==> config.mk <==
export PLATFORM = sky130hd
export DESIGN_NAME = async_sram_host_port
export DESIGN_NICKNAME = d
export VERILOG_FILES = /design/src/design/host_port_pkg.sv /design/src/design/word_buffer.sv /design/src/design/async_sram_host_port.sv
export SDC_FILE = /design/constraint.sdc
export NUM_CORES = 1
export LEC_CHECK = 0
export CORE_MARGIN = 3
export CORE_UTILIZATION = 45
export CTS_BUF_LIST = sky130_fd_sc_hd__clkbuf_8
export CTS_CLUSTER_SIZE = 30
export DETAILED_ROUTE_END_ITERATION = 8
export DONT_BUFFER_PORTS = 1
export HOLD_SLACK_MARGIN = 0.1
export MAX_ROUTING_LAYER = met4
export PLACE_DENSITY = 0.58
export SETUP_SLACK_MARGIN = 0.4
export SLEW_MARGIN = 10
export SYNTH_ARGS = -nofsm -noshare
export SYNTH_HDL_FRONTEND = slang
export SYNTH_SLANG_ARGS = --single-unit
==> constraint.sdc <==
create_clock -name i_clk -period 2.15 [get_ports i_clk]
set_clock_uncertainty 0.2 [all_clocks]
set_input_delay 0 -clock i_clk [delete_from_list [all_inputs] [get_ports i_clk]]
set_output_delay 0 -clock i_clk [all_outputs]
set_load 0.01 [all_outputs]
==> src/design/host_port_pkg.sv <==
// Shared types and constants for the asynchronous host port.
// Assumes one 100 MHz clock and a synchronous active-high reset.
package host_port_pkg;

   localparam int ADDR_W = 7;
   localparam int HDATA_W = 16;
   localparam int WORD_W = 32;
   localparam int REG_ADDR_W = 6;
   localparam int IRQ_SRC_W = 8;
   localparam int TX_BUF_DEPTH = 2;

   // Word addresses below this reach the data FIFO ports
   localparam logic [ADDR_W-1:0] FIFO_ADDR_TOP = 7'h10;
   // Word address bit that picks the half of a 32-bit word
   localparam int HALF_BIT = 0;
   localparam logic HALF_LO = 1'b0;
   localparam logic HALF_HI = 1'b1;
   localparam logic [HDATA_W-1:0] DOUT_RESET = 16'h0000;
   localparam logic [WORD_W-1:0] WORD_RESET = 32'h0000_0000;

   typedef struct packed {
      logic chip_select_n;
      logic read_strobe_n;
      logic write_strobe_n;
      logic fifo_sel;
      logic [ADDR_W-1:0] addr;
      logic [HDATA_W-1:0] data;
   } host_pins_t;

   localparam host_pins_t PINS_IDLE = '{1'b1, 1'b1, 1'b1, 1'b0, 7'h00,
                                        16'h0000};

   typedef struct packed {
      logic pol_high;
      logic open_drain;
      logic [IRQ_SRC_W-1:0] mask;
   } irq_cfg_t;

   typedef enum logic [1:0] {
      PH_IDLE = 2'b00,
      PH_REG_WAIT = 2'b01
   } rd_phase_t;

endpackage

==> src/design/word_buffer.sv <==
// Two-entry word buffer with valid/ready on both sides.
// Assumes producer and consumer share the clock; head is a flop.
`timescale 1ns/100ps
module word_buffer #(
   parameter int WIDTH = 32,
   parameter int DEPTH = 2
) (
   input wire logic i_clk,
   input wire logic i_srst,
   input wire logic i_in_valid,
   input wire logic [WIDTH-1:0] i_in_data,
   output logic o_in_ready,
   output logic o_out_valid,
   output logic [WIDTH-1:0] o_out_data,
   input wire logic i_out_ready
);

   typedef struct packed {
      logic [DEPTH-1:0][WIDTH-1:0] mem;
      logic [DEPTH-1:0] vld;
   } buf_state_t;

   buf_state_t state;
   buf_state_t next_state;
   logic push;
   logic pop;
   logic placed;

   assign o_in_ready = !state.vld[DEPTH-1];
   assign o_out_valid = state.vld[0];
   assign o_out_data = state.mem[0];
   assign push = i_in_valid && o_in_ready;
   assign pop = state.vld[0] && i_out_ready;

   ////////////////////////////////////////////////////////////////////////
   // Shift on pop keeps the head in a fixed flop, no output mux
   always_comb begin
      next_state = state;
      placed = 1'b0;
      if (pop) begin
         for (int i = 0; i < DEPTH - 1; i++) begin
            next_state.mem[i] = state.mem[i+1];
            next_state.vld[i] = state.vld[i+1];
         end
         next_state.vld[DEPTH-1] = 1'b0;
      end
      for (int i = 0; i < DEPTH; i++) begin
         if (push && !placed && !next_state.vld[i]) begin
            next_state.mem[i] = i_in_data;
            next_state.vld[i] = 1'b1;
            placed = 1'b1;
         end
      end
   end

   always_ff @(posedge i_clk) begin
      if (i_srst) begin
         state <= '0;
      end else begin
         state <= next_state;
      end
   end
endmodule

==> src/design/async_sram_host_port.sv <==
// Asynchronous SRAM-style host port: strobes, address decode, FIFO ports.
// Assumes every host pin is asynchronous to i_clk and held for several
// clocks; the register file and FIFOs behind it share i_clk.
//
// Function
// - Seven-bit word address selects a register or a data FIFO port.
// - Read strobe low with chip select low requests read data.
// - Write strobe low with chip select low delivers bus data.
// - Strobes are ignored while chip select is high.
// - A write cycle during low power raises the wake request.
// - Interrupt output has programmable polarity, sources and drive style.
// - FIFO select high sends every access to the data FIFOs.
// - FIFO select high ignores the six upper address bits.
// - Sixteen-bit host transfers pair into 32-bit internal words.
`timescale 1ns/100ps
module async_sram_host_port (
   input wire logic i_clk,
   input wire logic i_srst,
   input wire host_port_pkg::host_pins_t i_host,
   output logic [host_port_pkg::HDATA_W-1:0] o_data,
   output logic o_data_oe,
   output logic o_reg_rd,
   output logic o_reg_wr,
   output logic [host_port_pkg::REG_ADDR_W-1:0] o_reg_addr,
   output logic [host_port_pkg::WORD_W-1:0] o_reg_wdata,
   input wire logic [host_port_pkg::WORD_W-1:0] i_reg_rdata,
   input wire logic i_rx_valid,
   input wire logic [host_port_pkg::WORD_W-1:0] i_rx_data,
   output logic o_rx_ready,
   output logic o_tx_valid,
   output logic [host_port_pkg::WORD_W-1:0] o_tx_data,
   input wire logic i_tx_ready,
   output logic o_tx_busy,
   output logic o_tx_overrun,
   input wire logic i_overrun_clr,
   input wire logic i_low_power,
   output logic o_wake,
   input wire logic [host_port_pkg::IRQ_SRC_W-1:0] i_irq_src,
   input wire host_port_pkg::irq_cfg_t i_irq_cfg,
   output logic o_irq,
   output logic o_irq_oe
);

   typedef struct packed {
      host_port_pkg::host_pins_t s1;
      host_port_pkg::host_pins_t s2;
      logic rd_prev;
      logic wr_prev;
      host_port_pkg::host_pins_t wlat;
      host_port_pkg::rd_phase_t phase;
      logic [host_port_pkg::HDATA_W-1:0] dout;
      logic doe;
      logic rx_ready;
      logic reg_rd;
      logic reg_wr;
      logic [host_port_pkg::REG_ADDR_W-1:0] reg_addr;
      logic [host_port_pkg::WORD_W-1:0] reg_wdata;
      logic [host_port_pkg::HDATA_W-1:0] reg_lo;
      logic [host_port_pkg::HDATA_W-1:0] reg_hi;
      logic [host_port_pkg::HDATA_W-1:0] tx_lo;
      logic pend;
      logic [host_port_pkg::WORD_W-1:0] tx_word;
      logic overrun;
      logic wake;
      logic irq;
      logic irq_oe;
   } port_state_t;

   port_state_t state;
   port_state_t next_state;
   logic rd_act;
   logic wr_act;
   logic rd_start;
   logic wr_start;
   logic wr_end;
   logic rd_fifo;
   logic wr_fifo;
   logic irq_active;
   logic buf_in_ready;
   logic tx_hi_commit;
   logic tx_drop;

   ////////////////////////////////////////////////////////////////////////
   // Strobe qualification on the synchronised pins
   assign rd_act = !state.s2.chip_select_n && !state.s2.read_strobe_n;
   assign wr_act = !state.s2.chip_select_n && !state.s2.write_strobe_n;
   assign rd_start = rd_act && !state.rd_prev;
   assign wr_start = wr_act && !state.wr_prev;
   assign wr_end = !wr_act && state.wr_prev;
   assign rd_fifo = state.s2.fifo_sel ||
                    (state.s2.addr < host_port_pkg::FIFO_ADDR_TOP);
   assign wr_fifo = state.wlat.fifo_sel ||
                    (state.wlat.addr < host_port_pkg::FIFO_ADDR_TOP);
   assign irq_active = |(i_irq_src & i_irq_cfg.mask);
   assign tx_hi_commit = wr_end && wr_fifo &&
                         state.wlat.addr[host_port_pkg::HALF_BIT] ==
                         host_port_pkg::HALF_HI;
   // Room frees this cycle if the buffer takes the pending word
   assign tx_drop = state.pend && !buf_in_ready;

   ////////////////////////////////////////////////////////////////////////
   always_comb begin
      next_state = state;
      // Two flops per pin; only s2 feeds logic
      next_state.s1 = i_host;
      next_state.s2 = state.s1;
      next_state.rd_prev = rd_act;
      next_state.wr_prev = wr_act;
      next_state.reg_rd = 1'b0;
      next_state.reg_wr = 1'b0;
      next_state.rx_ready = 1'b0;
      next_state.wake = i_low_power && wr_start;
      next_state.doe = rd_act;
      next_state.phase = host_port_pkg::PH_IDLE;

      // Data sampled each cycle of the write; committed at its end
      if (wr_act) begin
         next_state.wlat = state.s2;
      end

      // Read side
      if (rd_start) begin
         if (rd_fifo) begin
            // Only the half bit decides under FIFO select
            if (state.s2.addr[host_port_pkg::HALF_BIT] ==
                host_port_pkg::HALF_LO) begin
               next_state.dout = i_rx_data[host_port_pkg::HDATA_W-1:0];
            end else begin
               next_state.dout =
                  i_rx_data[host_port_pkg::WORD_W-1:host_port_pkg::HDATA_W];
               next_state.rx_ready = i_rx_valid;
            end
         end else if (state.s2.addr[host_port_pkg::HALF_BIT] ==
                      host_port_pkg::HALF_LO) begin
            next_state.reg_rd = 1'b1;
            next_state.reg_addr = state.s2.addr[host_port_pkg::ADDR_W-1:1];
            next_state.phase = host_port_pkg::PH_REG_WAIT;
         end else begin
            next_state.dout = state.reg_hi;
         end
      end

      case (state.phase)
         host_port_pkg::PH_IDLE: begin
         end
         host_port_pkg::PH_REG_WAIT: begin
            // Upper half kept so the pair reads one coherent word
            next_state.dout = i_reg_rdata[host_port_pkg::HDATA_W-1:0];
            next_state.reg_hi =
               i_reg_rdata[host_port_pkg::WORD_W-1:host_port_pkg::HDATA_W];
         end
         default: begin
            next_state.phase = host_port_pkg::PH_IDLE;
         end
      endcase

      // Pending word leaves first so a new one can take its place
      if (state.pend && buf_in_ready) begin
         next_state.pend = 1'b0;
      end

      // Write side
      if (wr_end) begin
         if (wr_fifo) begin
            if (state.wlat.addr[host_port_pkg::HALF_BIT] ==
                host_port_pkg::HALF_LO) begin
               next_state.tx_lo = state.wlat.data;
            end else if (tx_drop) begin
               // Host cannot be stalled; a word with no room is dropped
               next_state.overrun = 1'b1;
            end else begin
               next_state.pend = 1'b1;
               next_state.tx_word = {state.wlat.data, state.tx_lo};
            end
         end else if (state.wlat.addr[host_port_pkg::HALF_BIT] ==
                      host_port_pkg::HALF_LO) begin
            next_state.reg_lo = state.wlat.data;
         end else begin
            next_state.reg_wr = 1'b1;
            next_state.reg_addr = state.wlat.addr[host_port_pkg::ADDR_W-1:1];
            next_state.reg_wdata = {state.wlat.data, state.reg_lo};
         end
      end

      // Set wins over clear
      if (i_overrun_clr && !(tx_hi_commit && tx_drop)) begin
         next_state.overrun = 1'b0;
      end

      // Open drain drives only the active level
      next_state.irq = irq_active ? i_irq_cfg.pol_high
                                  : !i_irq_cfg.pol_high;
      next_state.irq_oe = i_irq_cfg.open_drain ? irq_active : 1'b1;
   end

   always_ff @(posedge i_clk) begin
      if (i_srst) begin
         state <= '0;
         state.s1 <= host_port_pkg::PINS_IDLE;
         state.s2 <= host_port_pkg::PINS_IDLE;
         state.wlat <= host_port_pkg::PINS_IDLE;
         state.phase <= host_port_pkg::PH_IDLE;
      end else begin
         state <= next_state;
      end
   end

   ////////////////////////////////////////////////////////////////////////
   // Transmit words wait here; a stalled consumer loses words once two are buffered and one is pending
   word_buffer #(
      .WIDTH(host_port_pkg::WORD_W),
      .DEPTH(host_port_pkg::TX_BUF_DEPTH)
   ) u_tx_buf (
      .i_clk(i_clk),
      .i_srst(i_srst),
      .i_in_valid(state.pend),
      .i_in_data(state.tx_word),
      .o_in_ready(buf_in_ready),
      .o_out_valid(o_tx_valid),
      .o_out_data(o_tx_data),
      .i_out_ready(i_tx_ready)
   );

   assign o_data = state.dout;
   assign o_data_oe = state.doe;
   assign o_reg_rd = state.reg_rd;
   assign o_reg_wr = state.reg_wr;
   assign o_reg_addr = state.reg_addr;
   assign o_reg_wdata = state.reg_wdata;
   assign o_rx_ready = state.rx_ready;
   assign o_tx_busy = state.pend;
   assign o_tx_overrun = state.overrun;
   assign o_wake = state.wake;
   assign o_irq = state.irq;
   assign o_irq_oe = state.irq_oe;
endmodule

Yosys cells after proc, flatten, opt, wreduce, memory -nomap -nowiden:

Cells that the tools add are included.

* word-level logic and storage cells: 122
* flip-flop bits (word level): 290
* output and inout port bits: 96

* reduce and logical (&&, ||, !) cells: 47
* order comparisons: 2
* mux-type cells: 27
* bitwise logic cells: 9
* eq/ne operators: 1

Operators with widths (count)
* 34-bit two-way mux: 4
* 54-bit two-way mux: 2
* 16-bit two-way mux: 6
* 39-bit two-way mux: 1
* 33-bit two-way mux: 1
* 32-bit two-way mux: 1
* 6-bit two-way mux: 3
* 1-bit logical AND: 16
* 7-bit by 5-bit < comparator with 1-bit output, second input constant: 2
* 1-bit logical NOT: 12
* 1-bit two-way mux: 9
* 3-bit AND reduction: 3
* 8-bit bitwise AND: 1
* 1-bit inverter: 8
* 4-bit AND reduction: 2
* 4-bit OR reduction: 2
* 8-bit OR reduction: 1
* 3-bit OR reduction: 2
* 2-bit nonzero test: 2
* 2-bit OR reduction: 2
* 3-bit nonzero test: 1
* 2-bit by 1-bit equality test with 1-bit output, second input constant: 1
* 2-bit logical NOT: 1
* 1-bit logical OR: 2
* 2-bit AND reduction: 1

Depth between registers and ports, before layout:

* depth after elaboration: 10
* mapped depth: 6
* mapped depth without buffers: 4

By module:

A second synthesis with hierarchy kept.

* cell total of the unflattened synthesis: 1279
* area, all modules: 11395.9 sq um

By module, submodules not included
* async_sram_host_port: times used 1, cells an instance 910, area each 8319.2 sq um, sequential area each 4444.3 sq um
* word_buffer: times used 1, cells an instance 369, area each 3076.7 sq um, sequential area each 1321.3 sq um

Worst setup path after synthesis:

OpenSTA, ideal clock, no wires.

* path kind: flip-flop to flip-flop
* start: register state[200] (netlist name)
* end: register state (netlist bit o_reg_addr[3])
* arrival: 1438 ps
* buffers on the path: 1
* period minus slack after synthesis: 1769 ps
* setup slack: 381 ps
* required time: 1818 ps
* cell stages (with the launch flop): 6
* cells stage by stage: dfxtp_1 > nor4_2 > or3b_1 > buf_2 > a221oi_2 > nor3_1

* cells in the longest elaborated chain, start to end: 7
* elaborated cells on any way between the ends: 10
* those cells by class: mux: 4; reduce/logical: 6

Ends and longest elaborated chain
* start: declaration: RTL line async_sram_host_port.sv:69 `port_state_t state;`
* start signal: assignment: RTL line async_sram_host_port.sv:204 `state <= next_state;`
* 1-bit logical NOT (*): RTL line async_sram_host_port.sv:85, async_sram_host_port.sv:86
* 1-bit logical AND: RTL line async_sram_host_port.sv:85 `assign rd_act = !state.s2.chip_select_n && !state.s2.read_strobe_n;`
* 1-bit logical AND: RTL line async_sram_host_port.sv:87 `assign rd_start = rd_act && !state.rd_prev;`
* 6-bit two-way mux: RTL line async_sram_host_port.sv:122 `if (rd_start) begin`
* 39-bit two-way mux: RTL line async_sram_host_port.sv:175 `end else if (state.wlat.addr[host_port_pkg::HALF_BIT] ==`
* 54-bit two-way mux: RTL line async_sram_host_port.sv:164 `if (wr_fifo) begin`
* 54-bit two-way mux (*): RTL line async_sram_host_port.sv:163 `if (wr_end) begin`

Mark *: on every way between the ends. The rest lies on a longest branch, timed or not.
A chain may end at the register's enable or synchronous reset.

Worst setup path after layout:

* start: register state[190] (netlist name)
* end: register state (netlist bit o_reg_addr[4])

* cells in the longest elaborated chain, start to end: 7
* elaborated cells on any way between the ends: 8
* those cells by class: order compare: 1; mux: 6; reduce/logical: 1

Ends and longest elaborated chain
* 7-bit by 5-bit < comparator with 1-bit output: RTL line async_sram_host_port.sv:91 `(state.s2.addr < host_port_pkg::FIFO_ADDR_TOP);`
* 1-bit logical OR: RTL line async_sram_host_port.sv:90 `assign rd_fifo = state.s2.fifo_sel ||`
* 6-bit two-way mux (*): RTL line async_sram_host_port.sv:123 `if (rd_fifo) begin`
* 6-bit two-way mux (*): RTL line async_sram_host_port.sv:122
* 39-bit two-way mux: RTL line async_sram_host_port.sv:175
* 54-bit two-way mux: RTL line async_sram_host_port.sv:164
* 54-bit two-way mux (*): RTL line async_sram_host_port.sv:163

Marks and branches as above.

==> out/metrics.yaml <==
status:
  status: "finished with violations"
  violations: "negative hold slack"
synthesis:
  synth_top_flop_cell: "dfxtp_1"
  synth_area_leader_cell: "dfxtp_1"
  synth.avg_cell_area_um2: 8.823
  yosysTopAreaCellShare: 0.5125
  synth.area.top_cells: "dfxtp_1 (51%), nand2_1 (9.7%), mux2i_1 (6.0%)"
  synthMuxAreaShare: 0.05962
  ys_ff_latch: 288
  synth-adder-area-share: 0
  synth-simple-area-share: 0.2040
  synth_nets: 1390
  synth_edf_count: 0
  syn-cell-area_mm2: 0.01125
  synth.most_common_cell: "nand2_1"
  synth-xor-area-share: 0.0007786
  synth_top_family_by_area: "simple AND/OR/NAND/NOR gates"
  synth_compound_area_frac: 0.1272
  ys_types: 42
  async_reset_ff_frac: 0
  synthTopCellsByCount: "nand2_1 (292), dfxtp_1 (288), a21oi_1 (123)"
  ys_warn_count: 0
  synth.yosys.seq_area_share: 0.5125
  syn_inst: 1275
clock_network:
  clock_path_buffers: 3
  insertion_delay_ps: 570
  cts_tree: "built"
  cts_buffers: 46
  cts-htree-levels: 2
  ctsHoldBuffers: 91
  clk_pin_slew_ps: 70
  root_buffer: "clkbuf_8"
  clock_sinks: 288
pwr:
  powerDensity_mw_per_mm2: 810.6
  ir_drop_mv: 0.6838
  total_power_w: 0.01048
  power_frac_comb: 0.030
  p_seq_frac: 0.518
  clkPwrFrac: 0.453
  swShare: 0.2141
  leakagePower_nw: 4.752
  p_int_w: 0.008234
  power_switching_w: 0.002243
timing:
  min_period_ps: 1783
  finalMaxSlewViolations: 0
  worstMarginPinSlew_ps: 411.3
  fin_ws_ps: 366.6
  period_share: 0.8295
  hold_viol_final: 256
  setup-violations-final: 0
  fmax_mhz: 560.7
  slew_headroom: 0.7252
  rsz0062_at_grt: "true"
  tns_ps: 0
  whs_ps: -688.9
die:
  core_area_mm2: 0.02446
  die_h_um: 164.1
  initial_core_util: 0.4599
  rows: 57
  dieArea_mm2: 0.02693
  io_pins: 211
  fp.dieW_um: 164.1
flow_run:
  cap_violations: 0
route:
  first_pass_iters: 4
  drt_iter0_markers: 604
  wl_per_cell_um: 16.58
  drc: 0
  vias: 8368
  viasPerCell: 5.150
  drt-total-wl_um: 26950
  ant_nets: 0
place:
  post-dp-hpwl_um: 15930
  numPortBuffers: 0
  dp_cells: 1448
  gp_congestion: 0.7838
  place_worst_setup_slack_ps: 224.6
min_path:
  hp-class: "in -> reg"
critical_path:
  critPathKind: "reg -> reg"
  crit_buf_inv: 0
  crit_path_start_kind: "register"
  cp_top_family: "simple AND/OR/NAND/NOR gates"
  cp.required_ps: 2410
  cpPeakStageDelay_ps: 490
  cp-end-kind: "register"
  cp_max_fo: 7
  cp.arrival_ps: 2040
  worst_path_max_delay_cell: "or3b_4"
  crit_chain: "nor4_4 -> or3b_4 -> a221oi_4 -> nor3_2"
final_layout:
  nFillCells: 2300
  final_cell_count_no_fill: 1625
  nets: 1387
  utilization: 0.5283
  num_antenna_cells: 0
  drive_gt1_frac: 0.1184
  area_growth_pct: 14.88
global_route:
  grt_usage: 0.1967
  grt_overflow: 0
  grt_pass1_wl_um: 41860
  grt_pass1_vias: 7899
  antenna_found_initial: 0
  grt_max_degree: 289
logic make-up (layout without fill, tap and decap cells):
group / Yosys count / in the layout
buffers and inverters: 183 / 209
flip-flops: 288 / 288
XOR/XNOR: 1 / 1
AND/OR/NAND/NOR: 529 / 529
multiplexers: 67 / 67
AO/OA/AOI/OAI: 207 / 207
area by class of cell:
type,instances,area [um^2],area share
repair buffers,128,1326,0.1026
multi-input cells,804,4453,0.3446
inverters,4,15.01,0.001162
clock inverters,20,152.6,0.01181
flip-flops and latches,288,5787,0.4478
clock buffers,57,784.5,0.06070
well taps,324,405.4,0.03137
routing by layer:
| layer | vias to the layer above | global-route usage | wire length (um) |
|---|---|---|---|
| li1 | 4176 | - | - |
| met1 | 3919 | 0.2472 | 11600 |
| met2 | 222 | 0.3187 | 12940 |
| met3 | 51 | 0.04792 | 1791 |
| met4 | 0 | 0.05113 | 615 |
| met5 | - | - | 0 |
metrics by stage:
stage | hold slack (ps) | cell area (um^2)
3_3_place_gp | -105.5 | 10870
5_1_grt | -720.4 | 12920
3_5_place_dp | -106.6 | 10870
6_report | -688.9 | 12920
4_1_cts | -719.2 | 12770
2_1_floorplan | -96.19 | 11250
worst paths after layout:
check                           startpoint       endpoint  slack (ps)  depth (start not counted)
worst max-delay path            state[190]  o_reg_addr[4]         370                          4
worst min-delay path                i_srst     state[152]        -690                          1
worst max register to register  state[190]  o_reg_addr[4]         370                          4
worst min register to register  state[181]     state[152]         230                          2
layout by cell type (no fill, tap or decap), types with 2 or more instances in the layout:
| master | netlist | final |
|---|---|---|
| nand2_1 | 292 | 291 |
| a21oi_1 | 123 | 123 |
| nor4_4 | 1 | 2 |
| a211o_1 | 10 | 10 |
| or2_2 | 6 | 6 |
| clkbuf_8 | 0 | 58 |
| buf_8 | 1 | 2 |
| o21ai_0 | 2 | 2 |
| dfxtp_1 | 288 | 275 |
| a221oi_2 | 3 | 2 |
| or3_1 | 2 | 2 |
| nor3_2 | 0 | 2 |
| inv_8 | 0 | 2 |
| nand3_1 | 33 | 33 |
| a311oi_1 | 41 | 41 |
| a22oi_1 | 4 | 4 |
| buf_12 | 0 | 7 |
| dfxtp_2 | 0 | 11 |
| a211oi_2 | 3 | 3 |
| nand2b_1 | 2 | 2 |
| nor2b_1 | 52 | 52 |
| inv_1 | 4 | 15 |
| dfxtp_4 | 0 | 2 |
| a311oi_2 | 7 | 7 |
| clkinv_2 | 0 | 4 |
| a211o_2 | 6 | 6 |
| bufinv_16 | 0 | 2 |
| or2_1 | 2 | 2 |
| buf_6 | 3 | 3 |
| nor2_2 | 0 | 2 |
| buf_4 | 88 | 22 |
| mux2i_1 | 67 | 67 |
| nor2_1 | 110 | 108 |
| o211ai_1 | 2 | 2 |
| dlygate4sd3_1 | 0 | 91 |
| nor3_4 | 3 | 3 |
| nor3_1 | 21 | 19 |
power by group through the flow:
stage | clock network (W) | logic (W) | registers (W)
after floorplan | 0 | 0.000253 | 0.00553
after global placement | 0 | 0.000186 | 0.00554
after detailed placement | 0 | 0.000188 | 0.00554
after CTS | 0.00487 | 0.000306 | 0.00542
after global routing | 0.00511 | 0.000343 | 0.00543
final | 0.00474 | 0.000311 | 0.00542
registers in the layout, summed over array words and instances, names as in the netlist:
signal                cells
next_state               27
o_data                   16
o_data_oe                 1
o_irq                     1
o_irq_oe                  1
o_reg_addr                6
o_reg_rd                  1
o_reg_wdata              32
o_reg_wr                  1
o_rx_ready                1
o_tx_busy                 1
o_tx_overrun              1
o_wake                    1
state                   132
u_tx_buf.o_out_data      32
u_tx_buf.o_out_valid      1
u_tx_buf.state           33
timing repair:
action / in CTS / in global routing
gates resized for setup: 11 / 18
gates cloned: 0 / 3
setup buffers: 1 / 5
pin swaps: 8 / 5
endpoints found under the hold margin: 288 / 260
endpoints found under the setup margin: 83 / 103
Power figures use the tool's default switching activity.
